File: config.mk
export PLATFORM = sky130hd
export DESIGN_NAME = rces_core
export DESIGN_NICKNAME = d
export VERILOG_FILES = /design/src/verilog/rces_pkg.sv /design/src/verilog/rces_byte_if.sv /design/src/verilog/rces_skid.sv /design/src/verilog/rces_core.sv
export SDC_FILE = /design/constraint.sdc
export NUM_CORES = 1
export LEC_CHECK = 0
export BUFFER_PORTS_ARGS = -buffer_cell sky130_fd_sc_hd__buf_2
export CORE_ASPECT_RATIO = 0.5
export CORE_UTILIZATION = 49
export CTS_CLUSTER_SIZE = 24
export DETAILED_ROUTE_END_ITERATION = 8
export PLACE_DENSITY = 0.78
export SYNTH_ARGS = -nofsm -noshare
export SYNTH_HDL_FRONTEND = slang
export SYNTH_SLANG_ARGS = --single-unit
File: constraint.sdc
create_clock -name clk -period 7.3 [get_ports clk]
set_input_delay 0.365 -clock clk [delete_from_list [all_inputs] [get_ports clk]]
set_output_delay 0.365 -clock clk [all_outputs]
set_load 0.03 [all_outputs]
File: src/verilog/rces_pkg.sv
/*
 remote command error and status package: command codes, error codes,
 register bit positions, reset values, response characters.
 assumes a command decoder upstream that hands over one decoded command per pulse.
*/
package rces_pkg;
    localparam int RCES_CMD_W = 4;
    typedef enum logic [3:0] {
        RCES_CMD_OTHER   = 4'h0,
        RCES_CMD_QUERY   = 4'h1,
        RCES_CMD_CLEAR   = 4'h2,
        RCES_CMD_LOCAL   = 4'h3,
        RCES_CMD_LOCKOUT = 4'h4,
        RCES_CMD_ERR_Q   = 4'h5,
        RCES_CMD_ESR_Q   = 4'h6,
        RCES_CMD_FLAGS_Q = 4'h7,
        RCES_CMD_OPC     = 4'h8,
        RCES_CMD_FLOAT_Q = 4'h9
    } rces_cmd_type;

    typedef enum logic [1:0] {
        RCES_ST_LOCAL   = 2'h0,
        RCES_ST_REMOTE  = 2'h1,
        RCES_ST_LOCKOUT = 2'h2
    } rces_access_type;

    localparam logic [3:0] RCES_ERR_NONE = 4'h0;
    localparam logic [3:0] RCES_ERR_RANGE = 4'h3;
    localparam logic [3:0] RCES_ERR_SYNTAX = 4'h4;
    localparam logic [3:0] RCES_ERR_FIELD_EXP = 4'h5;
    localparam logic [3:0] RCES_ERR_FIELD_UNEXP = 4'h6;
    localparam logic [3:0] RCES_ERR_UNKNOWN = 4'h7;
    localparam logic [3:0] RCES_ERR_TX_OVR = 4'h9;
    localparam logic [3:0] RCES_ERR_RX_OVR = 4'ha;

    localparam int RCES_ESR_ERR_BIT = 0;
    localparam int RCES_ESR_TXOVR_BIT = 1;
    localparam int RCES_ESR_OPC_BIT = 0;
    localparam int RCES_ESR_QUERY_BIT = 3;
    localparam int RCES_ESR_EXEC_BIT = 4;
    localparam int RCES_ESR_CMD_BIT = 5;
    localparam int RCES_ESR_PON_BIT = 7;
    localparam int RCES_FLG_OK_BIT = 0;
    localparam int RCES_FLG_COUNT_BIT = 1;
    localparam int RCES_FLG_SYNTAX_BIT = 2;
    localparam int RCES_FLG_TXOVR_BIT = 4;
    localparam int RCES_FLG_RXOVR_BIT = 5;
    localparam int RCES_FLG_UNKNOWN_BIT = 6;

    localparam logic [3:0] RCES_ERR_RESET = 4'h0;
    localparam logic [7:0] RCES_ESR_RESET = 8'h80;
    localparam logic [7:0] RCES_FLG_RESET = 8'h01;
    localparam logic [7:0] RCES_GPIB_OPC_ANSWER = 8'h01;

    localparam logic [7:0] RCES_CH_PLUS = 8'h2b;
    localparam logic [7:0] RCES_CH_MINUS = 8'h2d;
    localparam logic [7:0] RCES_CH_ZERO = 8'h30;
    localparam logic [7:0] RCES_CH_POINT = 8'h2e;
    localparam logic [7:0] RCES_CH_E = 8'h45;
    localparam logic [7:0] RCES_CH_CR = 8'h0d;
    localparam logic [7:0] RCES_CH_LF = 8'h0a;
    localparam logic [7:0] RCES_CH_COMMA = 8'h2c;
    localparam int RCES_FLOAT_CHARS = 11;
    localparam int RCES_MAX_RESP = 65535;
    localparam logic [3:0] RCES_ZERO_EXP = 4'h9;
endpackage

File: src/verilog/rces_byte_if.sv
/*
 byte stream carrier between the response builder and its buffer.
 assumes one clock shared by both ends.
*/
interface rces_byte_if;
    logic valid;
    logic ready;
    logic [7:0] data;
    logic last;
    modport source (output valid, output data, output last, input ready);
    modport sink (input valid, input data, input last, output ready);
endinterface

File: src/verilog/rces_skid.sv
/*
 two-entry buffer on the response byte path.
 assumes valid/ready handshake on both sides, one clock.
*/
module rces_skid #(
    parameter int WIDTH = 9
) (
    input wire logic clk,
    input wire logic reset_n,
    input wire logic flush,
    rces_byte_if.sink in_if,
    output logic out_valid,
    input wire logic out_ready,
    output logic [WIDTH-1:0] out_data
);
    logic [WIDTH-1:0] mem [0:1];
    logic rd_ptr;
    logic wr_ptr;
    logic [1:0] count;
    logic push;
    logic pop;

    assign in_if.ready = (count != 2'h2);
    assign out_valid = (count != 2'h0);
    assign out_data = mem[rd_ptr];
    assign push = in_if.valid && in_if.ready;
    assign pop = out_valid && out_ready;

    always_ff @(posedge clk or negedge reset_n) begin
        if (!reset_n) begin
            rd_ptr <= 1'b0;
            wr_ptr <= 1'b0;
            count <= 2'h0;
        end else if (flush) begin
            rd_ptr <= 1'b0;
            wr_ptr <= 1'b0;
            count <= 2'h0;
        end else begin
            if (push) begin
                wr_ptr <= ~wr_ptr;
            end
            if (pop) begin
                rd_ptr <= ~rd_ptr;
            end
            count <= count + {1'b0, push} - {1'b0, pop};
        end
    end

    always_ff @(posedge clk) begin
        if (push) begin
            mem[wr_ptr] <= {in_if.last, in_if.data};
        end
    end
endmodule

File: src/verilog/rces_core.sv
/*
 remote command error/status core: access state, error registers,
 read-and-clear queries, fixed-format float and integer responses.
 assumes an upstream parser giving one decoded command per cmd_valid pulse.
*/
// Behaviour
// float response is sign, six digits with point, E, exponent sign, one digit.
// exponent digit always a multiple of three; mantissa adjusted to match.
// true zero is +0.00000E-9; +0.00000E+0 means value unavailable.
// host sends keyword then required fields, each after a separator.
// field count mismatch reported as field-expected or field-unexpected error.
// interface clear empties registers, flushes transmit data, selects local.
// host should send interface clear at each session start.
// any received command moves the device into the remote state; code does so from local only, except clear and non-gpib local/lockout.
// remote blocks panel configuration changes until panel selects local.
// interface commands execute in local, remote and lockout alike.
// local and lockout commands are invalid when arriving via gpib.
// local re-enables panel changes; lockout disables them, panel cannot unlock.
// error registers accumulate errors; query returns contents then clears.
// error code clears on interface disconnect or lan socket close.
// screen error indication shown while error code is non-zero.
// error code holds highest code 0 to 10; 10 is receive overrun.
// non-gpib event status: bit0 command error, bit1 transmit overrun.
// gpib event status: bit0 opc, 3 query, 4 exec, 5 command, 7 power-on.
// non-gpib flags: bit0 no error, 1 count, 2 syntax/range, 6 unknown, overruns.
// flags query via gpib always answers integer one.
// host should send error queries alone.
// response request before previous response finished raises transmit overrun.
// responses end with cr lf and stay within the maximum length.
// error code updates only when new code is larger.
module rces_core
    import rces_pkg::*;
#(
    parameter int MAX_RESP = RCES_MAX_RESP
) (
    input wire logic clk,
    input wire logic reset_n,
    input wire logic cmd_valid,
    input rces_cmd_type cmd_code,
    input wire logic cmd_gpib,
    input wire logic [3:0] cmd_error,
    input wire logic field_count_bad,
    input wire logic field_missing,
    input wire logic rx_overrun,
    input wire logic exec_error,
    input wire logic link_closed,
    input wire logic gpib_enabled,
    input wire logic float_neg,
    input wire logic float_exp_neg,
    input wire logic [2:0] float_exp_div3,
    input wire logic [19:0] float_mant,
    input wire logic float_zero,
    input wire logic float_unavail,
    input wire logic panel_local_req,
    output logic panel_locked,
    output rces_access_type access_state,
    output logic error_shown,
    output logic abandon_config,
    output logic tx_valid,
    input wire logic tx_ready,
    output logic [7:0] tx_data,
    output logic tx_last
);
    rces_byte_if byte_if ();
    logic [3:0] highest_error_code;
    logic [7:0] event_status_flags;
    logic [7:0] legacy_error_flags;
    logic [3:0] eff_error;
    logic [3:0] next_error;
    logic is_clear;
    logic gpib_q;
    logic busy;
    logic [7:0] line [0:12];
    logic [3:0] len;
    logic [3:0] idx;
    logic [15:0] sent;
    logic [7:0] ival;
    logic want_resp;
    logic accept;
    logic out_last_bit;
    logic [8:0] out_word;
    logic resp_cmd;
    logic [7:0] dig_hi;
    logic [7:0] dig_mid;
    logic [7:0] dig_lo;

    assign is_clear = cmd_valid && (cmd_code == RCES_CMD_CLEAR);

    always_comb begin
        next_error = cmd_error;
        if (field_count_bad) begin
            next_error = field_missing ? RCES_ERR_FIELD_EXP : RCES_ERR_FIELD_UNEXP;
        end
        if (cmd_gpib && (cmd_code == RCES_CMD_LOCAL || cmd_code == RCES_CMD_LOCKOUT)) begin
            next_error = RCES_ERR_UNKNOWN;
        end
        if (want_resp && busy) begin
            next_error = RCES_ERR_TX_OVR;
        end
        if (rx_overrun) begin
            next_error = RCES_ERR_RX_OVR;
        end
        eff_error = cmd_valid ? next_error : RCES_ERR_NONE;
    end

    // commands that ask for an answer
    always_comb begin
        case (cmd_code)
            RCES_CMD_QUERY, RCES_CMD_ERR_Q, RCES_CMD_ESR_Q: begin
                resp_cmd = 1'b1;
            end
            RCES_CMD_FLAGS_Q, RCES_CMD_FLOAT_Q: begin
                resp_cmd = 1'b1;
            end
            default: begin
                resp_cmd = 1'b0;
            end
        endcase
    end
    assign want_resp = cmd_valid && resp_cmd;
    // answered whatever the access state
    assign accept = want_resp && !busy && (eff_error == RCES_ERR_NONE);

    // access state
    always_ff @(posedge clk or negedge reset_n) begin
        if (!reset_n) begin
            access_state <= RCES_ST_LOCAL;
        end else if (is_clear) begin
            access_state <= RCES_ST_LOCAL;
        end else if (cmd_valid && !cmd_gpib && cmd_code == RCES_CMD_LOCAL) begin
            access_state <= RCES_ST_LOCAL;
        end else if (cmd_valid && !cmd_gpib && cmd_code == RCES_CMD_LOCKOUT) begin
            access_state <= RCES_ST_LOCKOUT;
        end else if (cmd_valid && access_state == RCES_ST_LOCAL) begin
            access_state <= RCES_ST_REMOTE;
        end else if (panel_local_req && access_state == RCES_ST_REMOTE) begin
            access_state <= RCES_ST_LOCAL;
        end
    end
    assign panel_locked = (access_state != RCES_ST_LOCAL);
    assign abandon_config = is_clear;

    // error code register
    always_ff @(posedge clk or negedge reset_n) begin
        if (!reset_n) begin
            highest_error_code <= RCES_ERR_RESET;
        end else if (is_clear || link_closed) begin
            highest_error_code <= RCES_ERR_RESET;
        end else if (eff_error > highest_error_code) begin
            highest_error_code <= eff_error;
        end else if (accept && cmd_code == RCES_CMD_ERR_Q) begin
            highest_error_code <= RCES_ERR_RESET;
        end
    end
    assign error_shown = (highest_error_code != RCES_ERR_NONE);

    // event status register
    always_ff @(posedge clk or negedge reset_n) begin
        if (!reset_n) begin
            event_status_flags <= RCES_ESR_RESET;
            gpib_q <= 1'b0;
        end else begin
            gpib_q <= gpib_enabled;
            if (is_clear || (accept && cmd_code == RCES_CMD_ESR_Q)) begin
                event_status_flags <= 8'h00;
            end
            if (cmd_valid && !cmd_gpib && eff_error != RCES_ERR_NONE) begin
                event_status_flags[RCES_ESR_ERR_BIT] <= 1'b1;
                if (eff_error == RCES_ERR_TX_OVR) begin
                    event_status_flags[RCES_ESR_TXOVR_BIT] <= 1'b1;
                end
            end
            if (cmd_valid && cmd_gpib) begin
                if (cmd_code == RCES_CMD_OPC) begin
                    event_status_flags[RCES_ESR_OPC_BIT] <= 1'b1;
                end
                if (eff_error == RCES_ERR_TX_OVR) begin
                    event_status_flags[RCES_ESR_QUERY_BIT] <= 1'b1;
                end
                if (exec_error || eff_error == RCES_ERR_RANGE) begin
                    event_status_flags[RCES_ESR_EXEC_BIT] <= 1'b1;
                end
                if (eff_error >= RCES_ERR_SYNTAX && eff_error <= RCES_ERR_UNKNOWN) begin
                    event_status_flags[RCES_ESR_CMD_BIT] <= 1'b1;
                end
            end
            if (gpib_enabled && !gpib_q) begin
                event_status_flags[RCES_ESR_PON_BIT] <= 1'b1;
            end
        end
    end

    // legacy flags register
    always_ff @(posedge clk or negedge reset_n) begin
        if (!reset_n) begin
            legacy_error_flags <= RCES_FLG_RESET;
        end else begin
            if (is_clear || (accept && cmd_code == RCES_CMD_FLAGS_Q && !cmd_gpib)) begin
                legacy_error_flags <= RCES_FLG_RESET;
            end
            if (cmd_valid && !cmd_gpib && eff_error != RCES_ERR_NONE) begin
                legacy_error_flags[RCES_FLG_OK_BIT] <= 1'b0;
                case (eff_error)
                    RCES_ERR_FIELD_EXP, RCES_ERR_FIELD_UNEXP:
                        legacy_error_flags[RCES_FLG_COUNT_BIT] <= 1'b1;
                    RCES_ERR_RANGE, RCES_ERR_SYNTAX:
                        legacy_error_flags[RCES_FLG_SYNTAX_BIT] <= 1'b1;
                    RCES_ERR_UNKNOWN:
                        legacy_error_flags[RCES_FLG_UNKNOWN_BIT] <= 1'b1;
                    RCES_ERR_TX_OVR:
                        legacy_error_flags[RCES_FLG_TXOVR_BIT] <= 1'b1;
                    RCES_ERR_RX_OVR:
                        legacy_error_flags[RCES_FLG_RXOVR_BIT] <= 1'b1;
                    default:
                        legacy_error_flags[RCES_FLG_OK_BIT] <= 1'b0;
                endcase
            end
        end
    end

    // integer value to answer
    always_comb begin
        case (cmd_code)
            RCES_CMD_ERR_Q: ival = {4'h0, highest_error_code};
            RCES_CMD_ESR_Q: ival = event_status_flags;
            RCES_CMD_FLAGS_Q: ival = cmd_gpib ? RCES_GPIB_OPC_ANSWER : legacy_error_flags;
            default: ival = 8'h00;
        endcase
    end

    // decimal digits of the integer answer
    assign dig_hi = ival / 8'd100;
    assign dig_mid = (ival / 8'd10) % 8'd10;
    assign dig_lo = ival % 8'd10;

    // response line builder
    always_ff @(posedge clk or negedge reset_n) begin
        if (!reset_n) begin
            busy <= 1'b0;
            len <= 4'h0;
            idx <= 4'h0;
            sent <= 16'h0000;
            for (int i = 0; i < 13; i++) begin
                line[i] <= 8'h00;
            end
        end else if (is_clear) begin
            busy <= 1'b0;
        end else if (accept) begin
            busy <= 1'b1;
            idx <= 4'h0;
            sent <= 16'h0000;
            if (cmd_code == RCES_CMD_FLOAT_Q) begin
                line[0] <= (float_neg && !float_zero && !float_unavail) ? RCES_CH_MINUS
                    : RCES_CH_PLUS;
                line[1] <= (float_zero || float_unavail) ? RCES_CH_ZERO
                    : RCES_CH_ZERO + {4'h0, float_mant[19:16]};
                line[2] <= RCES_CH_POINT;
                for (int d = 0; d < 4; d++) begin
                    line[3 + d] <= (float_zero || float_unavail) ? RCES_CH_ZERO
                        : RCES_CH_ZERO + {4'h0, float_mant[15 - 4 * d -: 4]};
                end
                line[7] <= RCES_CH_ZERO;
                line[8] <= RCES_CH_E;
                line[9] <= (float_zero || (float_exp_neg && !float_unavail)) ? RCES_CH_MINUS
                    : RCES_CH_PLUS;
                line[10] <= float_unavail ? RCES_CH_ZERO
                    : float_zero ? RCES_CH_ZERO + {4'h0, RCES_ZERO_EXP}
                    : RCES_CH_ZERO + {4'h0, float_exp_div3, 1'b0} + {5'h00, float_exp_div3};
                line[11] <= RCES_CH_CR;
                line[12] <= RCES_CH_LF;
                len <= 4'd13;
            end else begin
                line[0] <= RCES_CH_ZERO + dig_hi;
                line[1] <= RCES_CH_ZERO + dig_mid;
                line[2] <= RCES_CH_ZERO + dig_lo;
                line[3] <= RCES_CH_CR;
                line[4] <= RCES_CH_LF;
                len <= 4'd5;
            end
        end else if (busy && byte_if.ready) begin
            idx <= idx + 4'h1;
            sent <= sent + 16'h0001;
            if (idx == len - 4'h1 || sent == 16'(MAX_RESP - 1)) begin
                busy <= 1'b0;
            end
        end
    end

    assign byte_if.valid = busy;
    assign byte_if.data = line[idx];
    assign byte_if.last = (idx == len - 4'h1);

    rces_skid #(.WIDTH(9)) u_skid (
        .clk(clk),
        .reset_n(reset_n),
        .flush(is_clear),
        .in_if(byte_if.sink),
        .out_valid(tx_valid),
        .out_ready(tx_ready),
        .out_data(out_word)
    );
    assign tx_data = out_word[7:0];
    assign out_last_bit = out_word[8];
    assign tx_last = out_last_bit && tx_valid;
endmodule

==> run_results.csv, run 1 <==
group,metric,value,unit
run_status,status,"finished, violations left",
run_status,violations,"design-rule violations",
logic_synthesis,syn_inst,742,
logic_synthesis,synthSimpleGateAreaFrac,22.2,%
finish,antenna_cells,0,
floorplanning,coreArea,0.0136,mm2
worst_setup_path,rr_worst_depth,20,
logic_synthesis,synth_area,0.00683,mm2
logic_synthesis,syn_avg_cell_area,9.21,um2
logic_synthesis,synthMuxAreaShare,5.14,%
finish,drive_above_1_share,16.3,%
worst_setup_path,path_max_fanout,13,
power,p_seq_share,44.6,%
worst_setup_path,cp_data_required_time,7.56,ns
hold_path,hold_end,"gpib_q$_DFF_PN0_",
place,post-place-ws,1.88,ns
cts,insertion_delay,0.35,ns
cts,cts_setup_buffers,0,
timing,period_share,70.4,%
logic_synthesis,ys_types,85,
power,power_switching,817,uW
route,drc,1,
logic_synthesis,ys_warn_count,0,
global_routing,grt_pass1_wl,27600,um
timing,slew_violations,0,
finish,area_delta_synth_final,10.4,%
logic_synthesis,synth_top_family_by_area,"simple AND/OR/NAND/NOR gates",
cts,tritoncts,"done",
place,io_buffers,61,
floorplanning,start_util,50.3,%
route,viasPerCell,5.95,
hold_path,hold_depth,1,
global_routing,grt-ovfl-total,0,
floorplanning,ios,62,
cts,path_clk_slew,0.08,ns
worst_setup_path,r2r-end,"line[94]$_DFFE_PN0P_",
route,num_vias,5828,
timing,relSlewSlack,21.9,%
global_routing,grt_max_degree,65,
logic_synthesis,synth_most_common_cell,"nand2_1",
global_routing,grt_pass1_vias,5484,
logic_synthesis,synth_area_leaders,"dfrtp_1, edfxtp_1, nand2_1",
global_routing,grt.total_usage,24.0,%
cts,cts_buffers,9,
timing,finalSetupViolations,0,
cts,clk_path_buf_depth,2,
timing,rsz0062_at_grt,"false",
logic_synthesis,ys_async_sr_fraction,83.6,%
logic_synthesis,synth_commonest_cells,"nand2_1, dfrtp_1, nor2_1",
power,sw_frac_of_total,38.2,%
logic_synthesis,ys_ff_latch,110,
route,routed_wl,16800,um
timing,setup_tns,0,ns
route,first_iter_violations,595,
floorplanning,die_w,169,um
timing,setup_ws,2.16,ns
place,gp_congestion,0.904,
hold_path,hold_path.class,"in2reg",
route,drtPass1Iterations,7,
logic_synthesis,synth-main-ff-cell,"dfrtp_1",
cts,cts_root_buf,"clkbuf_16",
power,comb_power_share,31.7,%
cts,cts_sinks,110,
worst_setup_path,end_kind,"flip-flop",
place,dp_hpwl,12300,um
worst_setup_path,crit_path_start,"cmd_code[2]",
worst_setup_path,crit_type,"in2reg",
power,leakagePower,0.00328,uW
timing,clock_skew,0.0119,ns
timing,tightest_slew,1.17,ns
run,maxCapViolations,0,
finish,nets,852,
logic_synthesis,synthAdderAreaFrac,4.61,%
logic_synthesis,synth_edf_count,18,
global_routing,antenna_found_initial,0,
timing,finalHoldViolCount,0,
power,power,2140,uW
timing,max_freq,195,MHz
floorplanning,dieHeight,85.5,um
logic_synthesis,synth_compound_area_share,19.4,%
timing,min_period,5.14,ns
logic_synthesis,syn-num-nets,812,
logic_synthesis,post-synth-top-area-fraction,33.0,%
floorplanning,dieArea,0.0145,mm2
power,vdd_drop_max,0.000141,V
route,ant_nets,0,
power,clkPwrFrac,23.7,%
worst_setup_path,startpoint_type,"primary input",
logic_synthesis,synth_top_cell_by_area,"dfrtp_1",
hold_path,hp-start,"gpib_enabled",
power,power.density,283,mW/mm2
worst_setup_path,reg2reg_from,"highest_error_code[3]$_DFFE_PN0P_",
cts,htree_num_levels,3,
worst_setup_path,crit_arrival,5.39,ns
worst_setup_path,reg2reg_slack,2.41,ns
power,p_int,1320,uW
logic_synthesis,synth_xor_area_share,2.69,%
logic_synthesis,yosysSeqAreaShare,41.6,%
route,routedWlPerCell,17.2,um
floorplanning,rows,30,
-- state kept, by name, summed over array words and instances (netlist names) --
signal,flops
idx,4
gpib_q,1
highest_error_code,4
event_status_flags,6
u_skid.mem,18
access_state,2
u_skid.wr_ptr,1
u_skid.rd_ptr,1
sent,16
line,48
legacy_error_flags,6
busy,1
u_skid.count,2
-- timing repair --
| action | in CTS | in global routing |
|---|---|---|
| resized for setup | 0 | 0 |
| hold endpoints to repair | 28 | 0 |
| hold buffers | 1 | 0 |
-- stage by stage --
step | hold slack [ns] | utilization [%] | instance area, um2 | cells
global route | 0.128 | 55.5 | 7540 | 979
detailed placement | 0.308 | 53.2 | 7220 | 962
global placement | 0.302 | 53.2 | 7220 | 962
CTS | 0.126 | 55.5 | 7540 | 979
floorplan | 0.0694 | - | 6830 | 742
finish | 0.132 | 55.5 | 7540 | 979
-- placed cells by master (no fill, tap or decap), drive strengths merged, types with 9 or more instances in the layout --
cell type    n
a211oi      10
a21o        11
a21oi       43
a31oi       15
and2        10
buf         65
clkbuf       9
dfrtp       90
edfxtp      18
ha          22
inv         31
mux2        10
mux2i       10
nand2      103
nand2b      10
nand3       27
nand4       11
nor2        59
nor2b       13
nor3        13
o21ai       52
xnor2        9
xor2        12
-- power groups by stage --
stage               registers (uW)  clock network (uW)  logic [uW]
floorplan                      870                   0         560
global placement               953                   0         649
detailed placement             961                   0         669
CTS                            949                 512         674
global route                   973                 535         752
finish                         953                 507         676
-- cells by family after synthesis --
logic type      after synthesis
simple gates                296
xor+xnor                     21
fa+ha+maj                    25
buf+inv                      66
mux                          26
compound gates              198
flops                       110
-- worst max-delay path by stage --
stage / slack [ns] / endpoint / depth (start not counted)
after floorplan: 2.66 / line[94]$_DFFE_PN0P_ / 26
after global placement: 2.01 / line[94]$_DFFE_PN0P_ / 21
after detailed placement: 1.88 / line[94]$_DFFE_PN0P_ / 21
after CTS: 2.24 / line[94]$_DFFE_PN0P_ / 21
after global routing: 1.73 / line[94]$_DFFE_PN0P_ / 21
final: 2.16 / line[94]$_DFFE_PN0P_ / 21
-- final cells by class --
type                            count  area (um2)
Fill cell                        1231        6040
Multi-Input combinational cell    566        3690
Sequential cell                   110        2850
Timing Repair Buffer               66         348
Tap cell                          192         240
Clock buffer                        9         225
Inverter                           29         109
Clock inverter                      7        86.3
-- routing by layer --
layer	global-route usage (%)	vias to the layer above	share of wire, %
li1	-	2769	-
met3	4.01	16	5.5
met4	4.18	0	0.74
met2	39.1	189	46
met5	1.34	-	0
met1	34.4	2854	48
-- worst max-delay path, stage by stage --
cell      delay [ns]
buf_2           0.16
nor2b_1         0.56
o21a_1          0.45
inv_2           0.19
ha_1            0.33
nor3_1          0.26
o21ai_2         0.09
or4_4           0.53
a21o_1          0.28
nand2_1         0.14
ha_1            0.15
nand2_1         0.05
a211oi_1        0.38
and2_4          0.25
nor2_1          0.07
ha_1            0.18
nor4_1          0.30
a21o_1          0.15
o21ai_0         0.08
ha_1            0.20
o31ai_1         0.22
Power figures use the tool's default switching activity.
==> run 2: changes to the inputs <==
--- a/config.mk
+++ b/config.mk
@@ -5,6 +5,7 @@
 export SDC_FILE = /design/constraint.sdc
 export NUM_CORES = 1
 export LEC_CHECK = 0
+export ABC_AREA = 1
 export BUFFER_PORTS_ARGS = -buffer_cell sky130_fd_sc_hd__buf_2
 export CORE_ASPECT_RATIO = 0.5
 export CORE_UTILIZATION = 49
==> constraint.sdc (replaced) <==
create_clock -name clk -period 5.12 [get_ports clk]
set_input_delay 0.256 -clock clk [delete_from_list [all_inputs] [get_ports clk]]
set_output_delay 0.256 -clock clk [all_outputs]
set_load 0.03 [all_outputs]
==> run_results.csv, run 2 <==
group,metric,value,unit
run_status,status,"finished, violations left",
run_status,violations,"design-rule violations",
global_routing,antenna_found_initial,0,
logic_synthesis,synth_commonest_cells,"nand2_1, inv_1, dfrtp_1",
run,maxCapViolations,0,
logic_synthesis,synth-main-ff-cell,"dfrtp_1",
floorplanning,dieHeight,83.7,um
global_routing,grt-ovfl-total,0,
logic_synthesis,synth_area_leaders,"dfrtp_1, nand2_1, edfxtp_1",
worst_setup_path,startpoint_type,"flip-flop",
cts,cts_sinks,110,
finish,drive_above_1_share,17.7,%
route,drc,6,
finish,area_delta_synth_final,12.3,%
logic_synthesis,synth_xor_area_share,1.47,%
logic_synthesis,yosysSeqAreaShare,43.5,%
timing,period_share,78.1,%
worst_setup_path,crit_top_cell,"nand2_2",
power,p_seq_share,41.4,%
logic_synthesis,synth_area,0.00654,mm2
power,power.density,427,mW/mm2
logic_synthesis,ys_types,57,
timing,slew_violations,0,
logic_synthesis,synth_compound_area_share,15.6,%
logic_synthesis,ys_async_sr_fraction,83.6,%
timing,rsz0062_at_grt,"false",
logic_synthesis,ys_ff_latch,110,
worst_setup_path,crit_family,"simple AND/OR/NAND/NOR gates",
logic_synthesis,synthSimpleGateAreaFrac,25.9,%
cts,clk_path_buf_depth,2,
route,drtPass1Iterations,7,
power,vdd_drop_max,0.000207,V
power,power_switching,1240,uW
place,io_buffers,61,
power,leakagePower,0.00369,uW
worst_setup_path,max_stage_delay,0.37,ns
finish,layout_commonest_cell,"nand2_1",
global_routing,grt.total_usage,23.8,%
hold_path,hold_path.class,"in2reg",
cts,cts_resized,0,
logic_synthesis,synth_top_cell_by_area,"dfrtp_1",
worst_setup_path,crit_arrival,4.27,ns
route,routedWlPerCell,14.8,um
timing,finalSetupViolations,0,
power,sw_frac_of_total,39.6,%
logic_synthesis,post-synth-top-area-fraction,34.4,%
logic_synthesis,synthAdderAreaFrac,4.51,%
cts,htree_num_levels,3,
route,ant_nets,0,
timing,min_period,4.00,ns
worst_setup_path,crit_slowest_cell,"dfrtp_1",
timing,relSlewSlack,30.1,%
logic_synthesis,synth_top_family_by_area,"simple AND/OR/NAND/NOR gates",
power,p_int,1890,uW
logic_synthesis,syn-num-nets,879,
place,gp_congestion,0.931,
logic_synthesis,ys_warn_count,0,
floorplanning,ios,62,
floorplanning,start_util,50.9,%
floorplanning,die_w,165,um
worst_setup_path,cp_data_required_time,5.39,ns
global_routing,grt_max_degree,83,
power,comb_power_share,35.2,%
finish,largest_reg_flops,48,
route,routed_wl,15400,um
cts,insertion_delay,0.35,ns
finish,reg_top3,"line (48), u_skid.mem (18), sent (16)",
global_routing,grt_pass1_vias,5328,
global_routing,grt_use_met3,5.66,%
cts,cts_root_buf,"clkbuf_16",
route,viasPerCell,5.42,
floorplanning,coreArea,0.0128,mm2
timing,tightest_slew,1.05,ns
worst_setup_path,end_kind,"flip-flop",
route,num_vias,5674,
worst_setup_path,path_buf_inv,5,
worst_setup_path,crit_type,"reg2reg",
route,first_iter_violations,381,
power,clkPwrFrac,23.4,%
logic_synthesis,synth_most_common_cell,"nand2_1",
logic_synthesis,syn_avg_cell_area,8.09,um2
finish,nets,941,
cts,cts_buffers,9,
timing,finalHoldViolCount,0,
floorplanning,rows,29,
floorplanning,dieArea,0.0138,mm2
global_routing,grt_util_met1,33.2,%
cts,tritoncts,"done",
timing,setup_tns,0,ns
logic_synthesis,synth_edf_count,18,
worst_setup_path,path_max_fanout,7,
finish,top_register,"line",
timing,max_freq,250,MHz
finish,antenna_cells,0,
place,dp_hpwl,11400,um
global_routing,gr-usage-met2,37.7,%
logic_synthesis,syn_inst,809,
power,power,3130,uW
finish,layout_common_cells,"nand2_1, inv_1, dfrtp_1",
logic_synthesis,synthMuxAreaShare,0.344,%
timing,clock_skew,0.0120,ns
cts,path_clk_slew,0.07,ns
global_routing,grt_pass1_wl,25700,um
global_routing,grt-busiest-layer,"met2",
==> run 2: path summary, 6_finish.rpt <==
path,start,slack [ns],cells past startpoint,endpoint
min,gpib_enabled,0.02,1,gpib_q$_DFF_PN0_
max in group asynchronous,reset_n,3.60,3,sent[13]$_DFFE_PN0P_
max,legacy_error_flags[4]$_DFF_PN0_,1.12,33,line[93]$_DFFE_PN0P_
max reg2reg,legacy_error_flags[4]$_DFF_PN0_,1.12,33,line[93]$_DFFE_PN0P_
min in group asynchronous,reset_n,0.27,2,legacy_error_flags[4]$_DFF_PN0_
min reg2reg,gpib_q$_DFF_PN0_,0.39,1,event_status_flags[7]$_DFFE_PN1P_
==> run 2: worst register-to-register path, delay by kind of cell, from the launching register on <==
family	cells	cell delay, ns
buffers and inverters	5	0.45
flip-flops	1	0.37
AO/OA/AOI/OAI	4	0.56
AND/OR/NAND/NOR	21	1.87
adder cells (fa/ha/maj)	3	0.66
==> run 2: power by group through the flow <==
stage | clock [uW] | combinational, uW | sequential (uW)
2_1_floorplan | 0 | 814 | 1260
3_3_place_gp | 0 | 1050 | 1300
3_5_place_dp | 0 | 1080 | 1310
4_1_cts | 737 | 1090 | 1290
5_1_grt | 771 | 1240 | 1320
6_report | 733 | 1100 | 1300
==> run 2: layer usage <==
| metal | vias to the layer above | routed length [um] |
|---|---|---|
| met5 | - | 0 |
| met2 | 167 | 7140 |
| li1 | 2787 | - |
| met4 | 0 | 180 |
| met1 | 2702 | 7160 |
| met3 | 18 | 952 |
==> run 2: area by class of cell <==
type / count / area [um2]
fill: 1164 / 5500
timing repair buffer: 64 / 333
tap: 170 / 213
inverter: 137 / 515
clock buffer: 10 / 229
multi-input combinational: 549 / 3130
sequential: 110 / 2850
clock inverter: 6 / 83.8
==> run 2: timing repair <==
| item | 4_1_cts | 5_1_grt |
|---|---|---|
| setup buffers | 0 | 0 |
| hold buffers | 1 | 0 |
| hold endpoints to repair | 10 | 0 |
==> run 2: kinds of logic (layout without fill, tap and decap cells) <==
logic type | Yosys count | in the layout
and+or+nand+nor | 347 | 347
AOI/OAI and AO/OA | 167 | 167
buffers and inverters | 150 | 217
DFF | 110 | 110
adders and majority gates | 23 | 23
xor gates and xnor gates | 11 | 11
muxes | 1 | 1
==> run 2: per-stage QoR <==
stage / instances / setup slack [ns] / util (%) / hold WS (ns) / area (um2)
6_report: 1046 / 1.12 / 57.2 / 0.0194 / 7350
5_1_grt: 1046 / 0.698 / 57.2 / 0.0137 / 7350
4_1_cts: 1046 / 1.12 / 57.2 / 0.0146 / 7350
3_5_place_dp: 1029 / 1.08 / 54.7 / 0.0982 / 7030
3_3_place_gp: 1029 / 1.21 / 54.7 / 0.0976 / 7030
2_1_floorplan: 809 / 1.56 / - / -0.0396 / 6540
==> run 3: changes to the inputs <==
--- a/config.mk
+++ b/config.mk
@@ -11,7 +11,7 @@
 export CORE_UTILIZATION = 49
 export CTS_CLUSTER_SIZE = 24
 export DETAILED_ROUTE_END_ITERATION = 8
-export PLACE_DENSITY = 0.78
+export PLACE_DENSITY = 0.81
 export SYNTH_ARGS = -nofsm -noshare
 export SYNTH_HDL_FRONTEND = slang
 export SYNTH_SLANG_ARGS = --single-unit
==> constraint.sdc (replaced) <==
create_clock -name clk -period 3.3 [get_ports clk]
set_input_delay 0.165 -clock clk [delete_from_list [all_inputs] [get_ports clk]]
set_output_delay 0.165 -clock clk [all_outputs]
set_load 0.03 [all_outputs]
==> run_results.csv, run 3 (same netlist as run 2, synthesis figures left out) <==
group,metric,value,unit
worst_setup_path,crit_type,"reg2reg",
finish,design_area,0.00831,mm2
finish,drive_above_1_share,29.1,%
finish,layout_commonest_cell,"nand2_1",
timing,min_period,3.52,ns
global_routing,antenna_found_initial,0,
cts,htree_num_levels,3,
timing,worst_hold_slack,0.0151,ns
floorplanning,dieHeight,83.7,um
power,power.density,610,mW/mm2
power,p_int,3050,uW
run_status,status,"finished, violations left",
finish,nets,1037,
worst_setup_path,crit_arrival,3.77,ns
cts,cts_root_buf,"clkbuf_16",
finish,antenna_cells,0,
run,maxCapViolations,0,
worst_setup_path,reg2reg_from,"highest_error_code[3]$_DFFE_PN0P_",
route,routed_wl,17600,um
worst_setup_path,crit_path_start,"highest_error_code[3]$_DFFE_PN0P_",
worst_setup_path,r2r-end,"line[93]$_DFFE_PN0P_",
hold_path,hold_end,"line[57]$_DFFE_PN0P_",
timing,finalSetupViolations,7,
finish,reg_top3,"line (48), u_skid.mem (18), sent (16)",
floorplanning,die_w,165,um
timing,tightest_slew,0.815,ns
cts,insertion_delay,0.36,ns
route,drtPass1Iterations,7,
timing,setup_tns,-0.720,ns
timing,setup_ws,-0.220,ns
route,ant_nets,0,
run_status,violations,"design-rule violations, negative setup slack",
global_routing,grt_pass1_wl,28500,um
global_routing,grt-ovfl-total,0,
cts,cts_sinks,110,
timing,max_freq,284,MHz
place,place_inst,1110,
cts,clk_path_buf_depth,2,
floorplanning,start_util,50.9,%
worst_setup_path,max_stage_delay,0.42,ns
place,placed_area,0.00769,mm2
route,drc,6,
route,first_iter_violations,450,
floorplanning,ios,62,
finish,seq_area,0.00285,mm2
worst_setup_path,reg2reg_slack,-0.22,ns
global_routing,grt_pass1_vias,5993,
finish,multi_input_area,0.00331,mm2
hold_path,hold_depth,3,
power,power_switching,2020,uW
power,vdd_drop_max,0.000329,V
hold_path,hold_path.class,"in2reg",
global_routing,grt_max_degree,40,
power,clkPwrFrac,23.1,%
place,gp_congestion,0.874,
cts,cts_buffers,9,
timing,clock_skew,0.00798,ns
worst_setup_path,startpoint_type,"flip-flop",
finish,fin_cells,1142,
timing,rsz0062_at_grt,"true",
worst_setup_path,end_kind,"flip-flop",
finish,largest_reg_flops,48,
global_routing,grt.total_usage,26.6,%
worst_setup_path,cp_data_required_time,3.55,ns
finish,top_register,"line",
power,comb_power_share,37.0,%
route,num_vias,6211,
floorplanning,rows,29,
timing,relSlewSlack,45.5,%
finish,area_delta_synth_final,27.0,%
worst_setup_path,rr_worst_depth,28,
hold_path,hp-start,"float_mant[5]",
route,viasPerCell,5.44,
floorplanning,dieArea,0.0138,mm2
worst_setup_path,crit_top_cell,"nand2_2",
timing,finalHoldViolCount,0,
timing,period_share,107,%
power,sw_frac_of_total,39.9,%
power,leakagePower,0.00419,uW
place,dp_hpwl,12700,um
worst_setup_path,crit_slowest_cell,"dfrtp_1",
place,io_buffers,61,
finish,layout_common_cells,"nand2_1, inv_1, buf_4",
route,routedWlPerCell,15.4,um
power,p_seq_share,39.9,%
worst_setup_path,path_max_fanout,7,
timing,slew_violations,0,
cts,tritoncts,"done",
cts,path_clk_slew,0.08,ns
place,post-place-ws,-0.279,ns
finish,fillerInstances,1016,
floorplanning,coreArea,0.0128,mm2
[run 3: cell count changes in the layout (fill, tap and decap cells not counted), sizes merged]
cell         before  now
inv             137  141
buf              63  158
clkbuf           10    9
dlygate4sd3       1    2
clkinv            5    2
[run 3: repair_timing]
action / 4_1_cts / 5_1_grt
hold buffers: 2 / 0
resized for setup: 9 / 29
endpoints found under the hold margin: 36 / 0
endpoints found under the setup margin: 6 / 11
setup buffers: 6 / 8
pin swaps: 10 / 9
[run 3: area by class of cell]
cell class              count  share of cell area (%)
multi-input cells         549                    39.9
inverters                 137                    6.24
flip-flops and latches    110                    34.3
clock inverters             7                    1.14
clock buffers               9                    2.71
repair buffers            160                    13.2
well taps                 170                    2.56
[run 3: metal layers]
metal / global-route usage, % / share of wire, %
met1: 34.4 / 42
met2: 44.7 / 48
met3: 4.92 / 6.6
met4: 8.84 / 2.8
met5: 0 / 0
[run 3: critical path, delay by kind of cell (launching register included)]
kind            cells  cell delay [ns]
mux                 1             0.21
simple gates       17             1.60
buf+inv             6             0.64
flops               1             0.42
compound gates      2             0.15
fa+ha+maj           2             0.40
[run 3: through the flow]
stage          power (uW)  utilization (%)
6_report             5070             64.7
2_1_floorplan        3210                -
3_5_place_dp         3810             59.9
4_1_cts              5020             63.1
5_1_grt              5400             64.7
3_3_place_gp         3730             59.9
[run 3: worst max-delay path by stage]
| stage | to | cells past startpoint | slack [ns] |
|---|---|---|---|
| 2_1_floorplan | line[93]$_DFFE_PN0P_ | 33 | -0.09 |
| 3_3_place_gp | line[93]$_DFFE_PN0P_ | 34 | -0.10 |
| 3_5_place_dp | line[93]$_DFFE_PN0P_ | 34 | -0.28 |
| 4_1_cts | line[93]$_DFFE_PN0P_ | 33 | -0.14 |
| 5_1_grt | line[93]$_DFFE_PN0P_ | 30 | -0.41 |
| 6_report | line[93]$_DFFE_PN0P_ | 28 | -0.22 |
[run 3: power groups by stage]
stage | clock network, uW | registers [uW] | logic (uW)
3_5_place_dp | 0 | 2030 | 1780
4_1_cts | 1180 | 2010 | 1820
6_report | 1170 | 2020 | 1870
2_1_floorplan | 0 | 1950 | 1270
5_1_grt | 1240 | 2060 | 2100
3_3_place_gp | 0 | 2020 | 1720
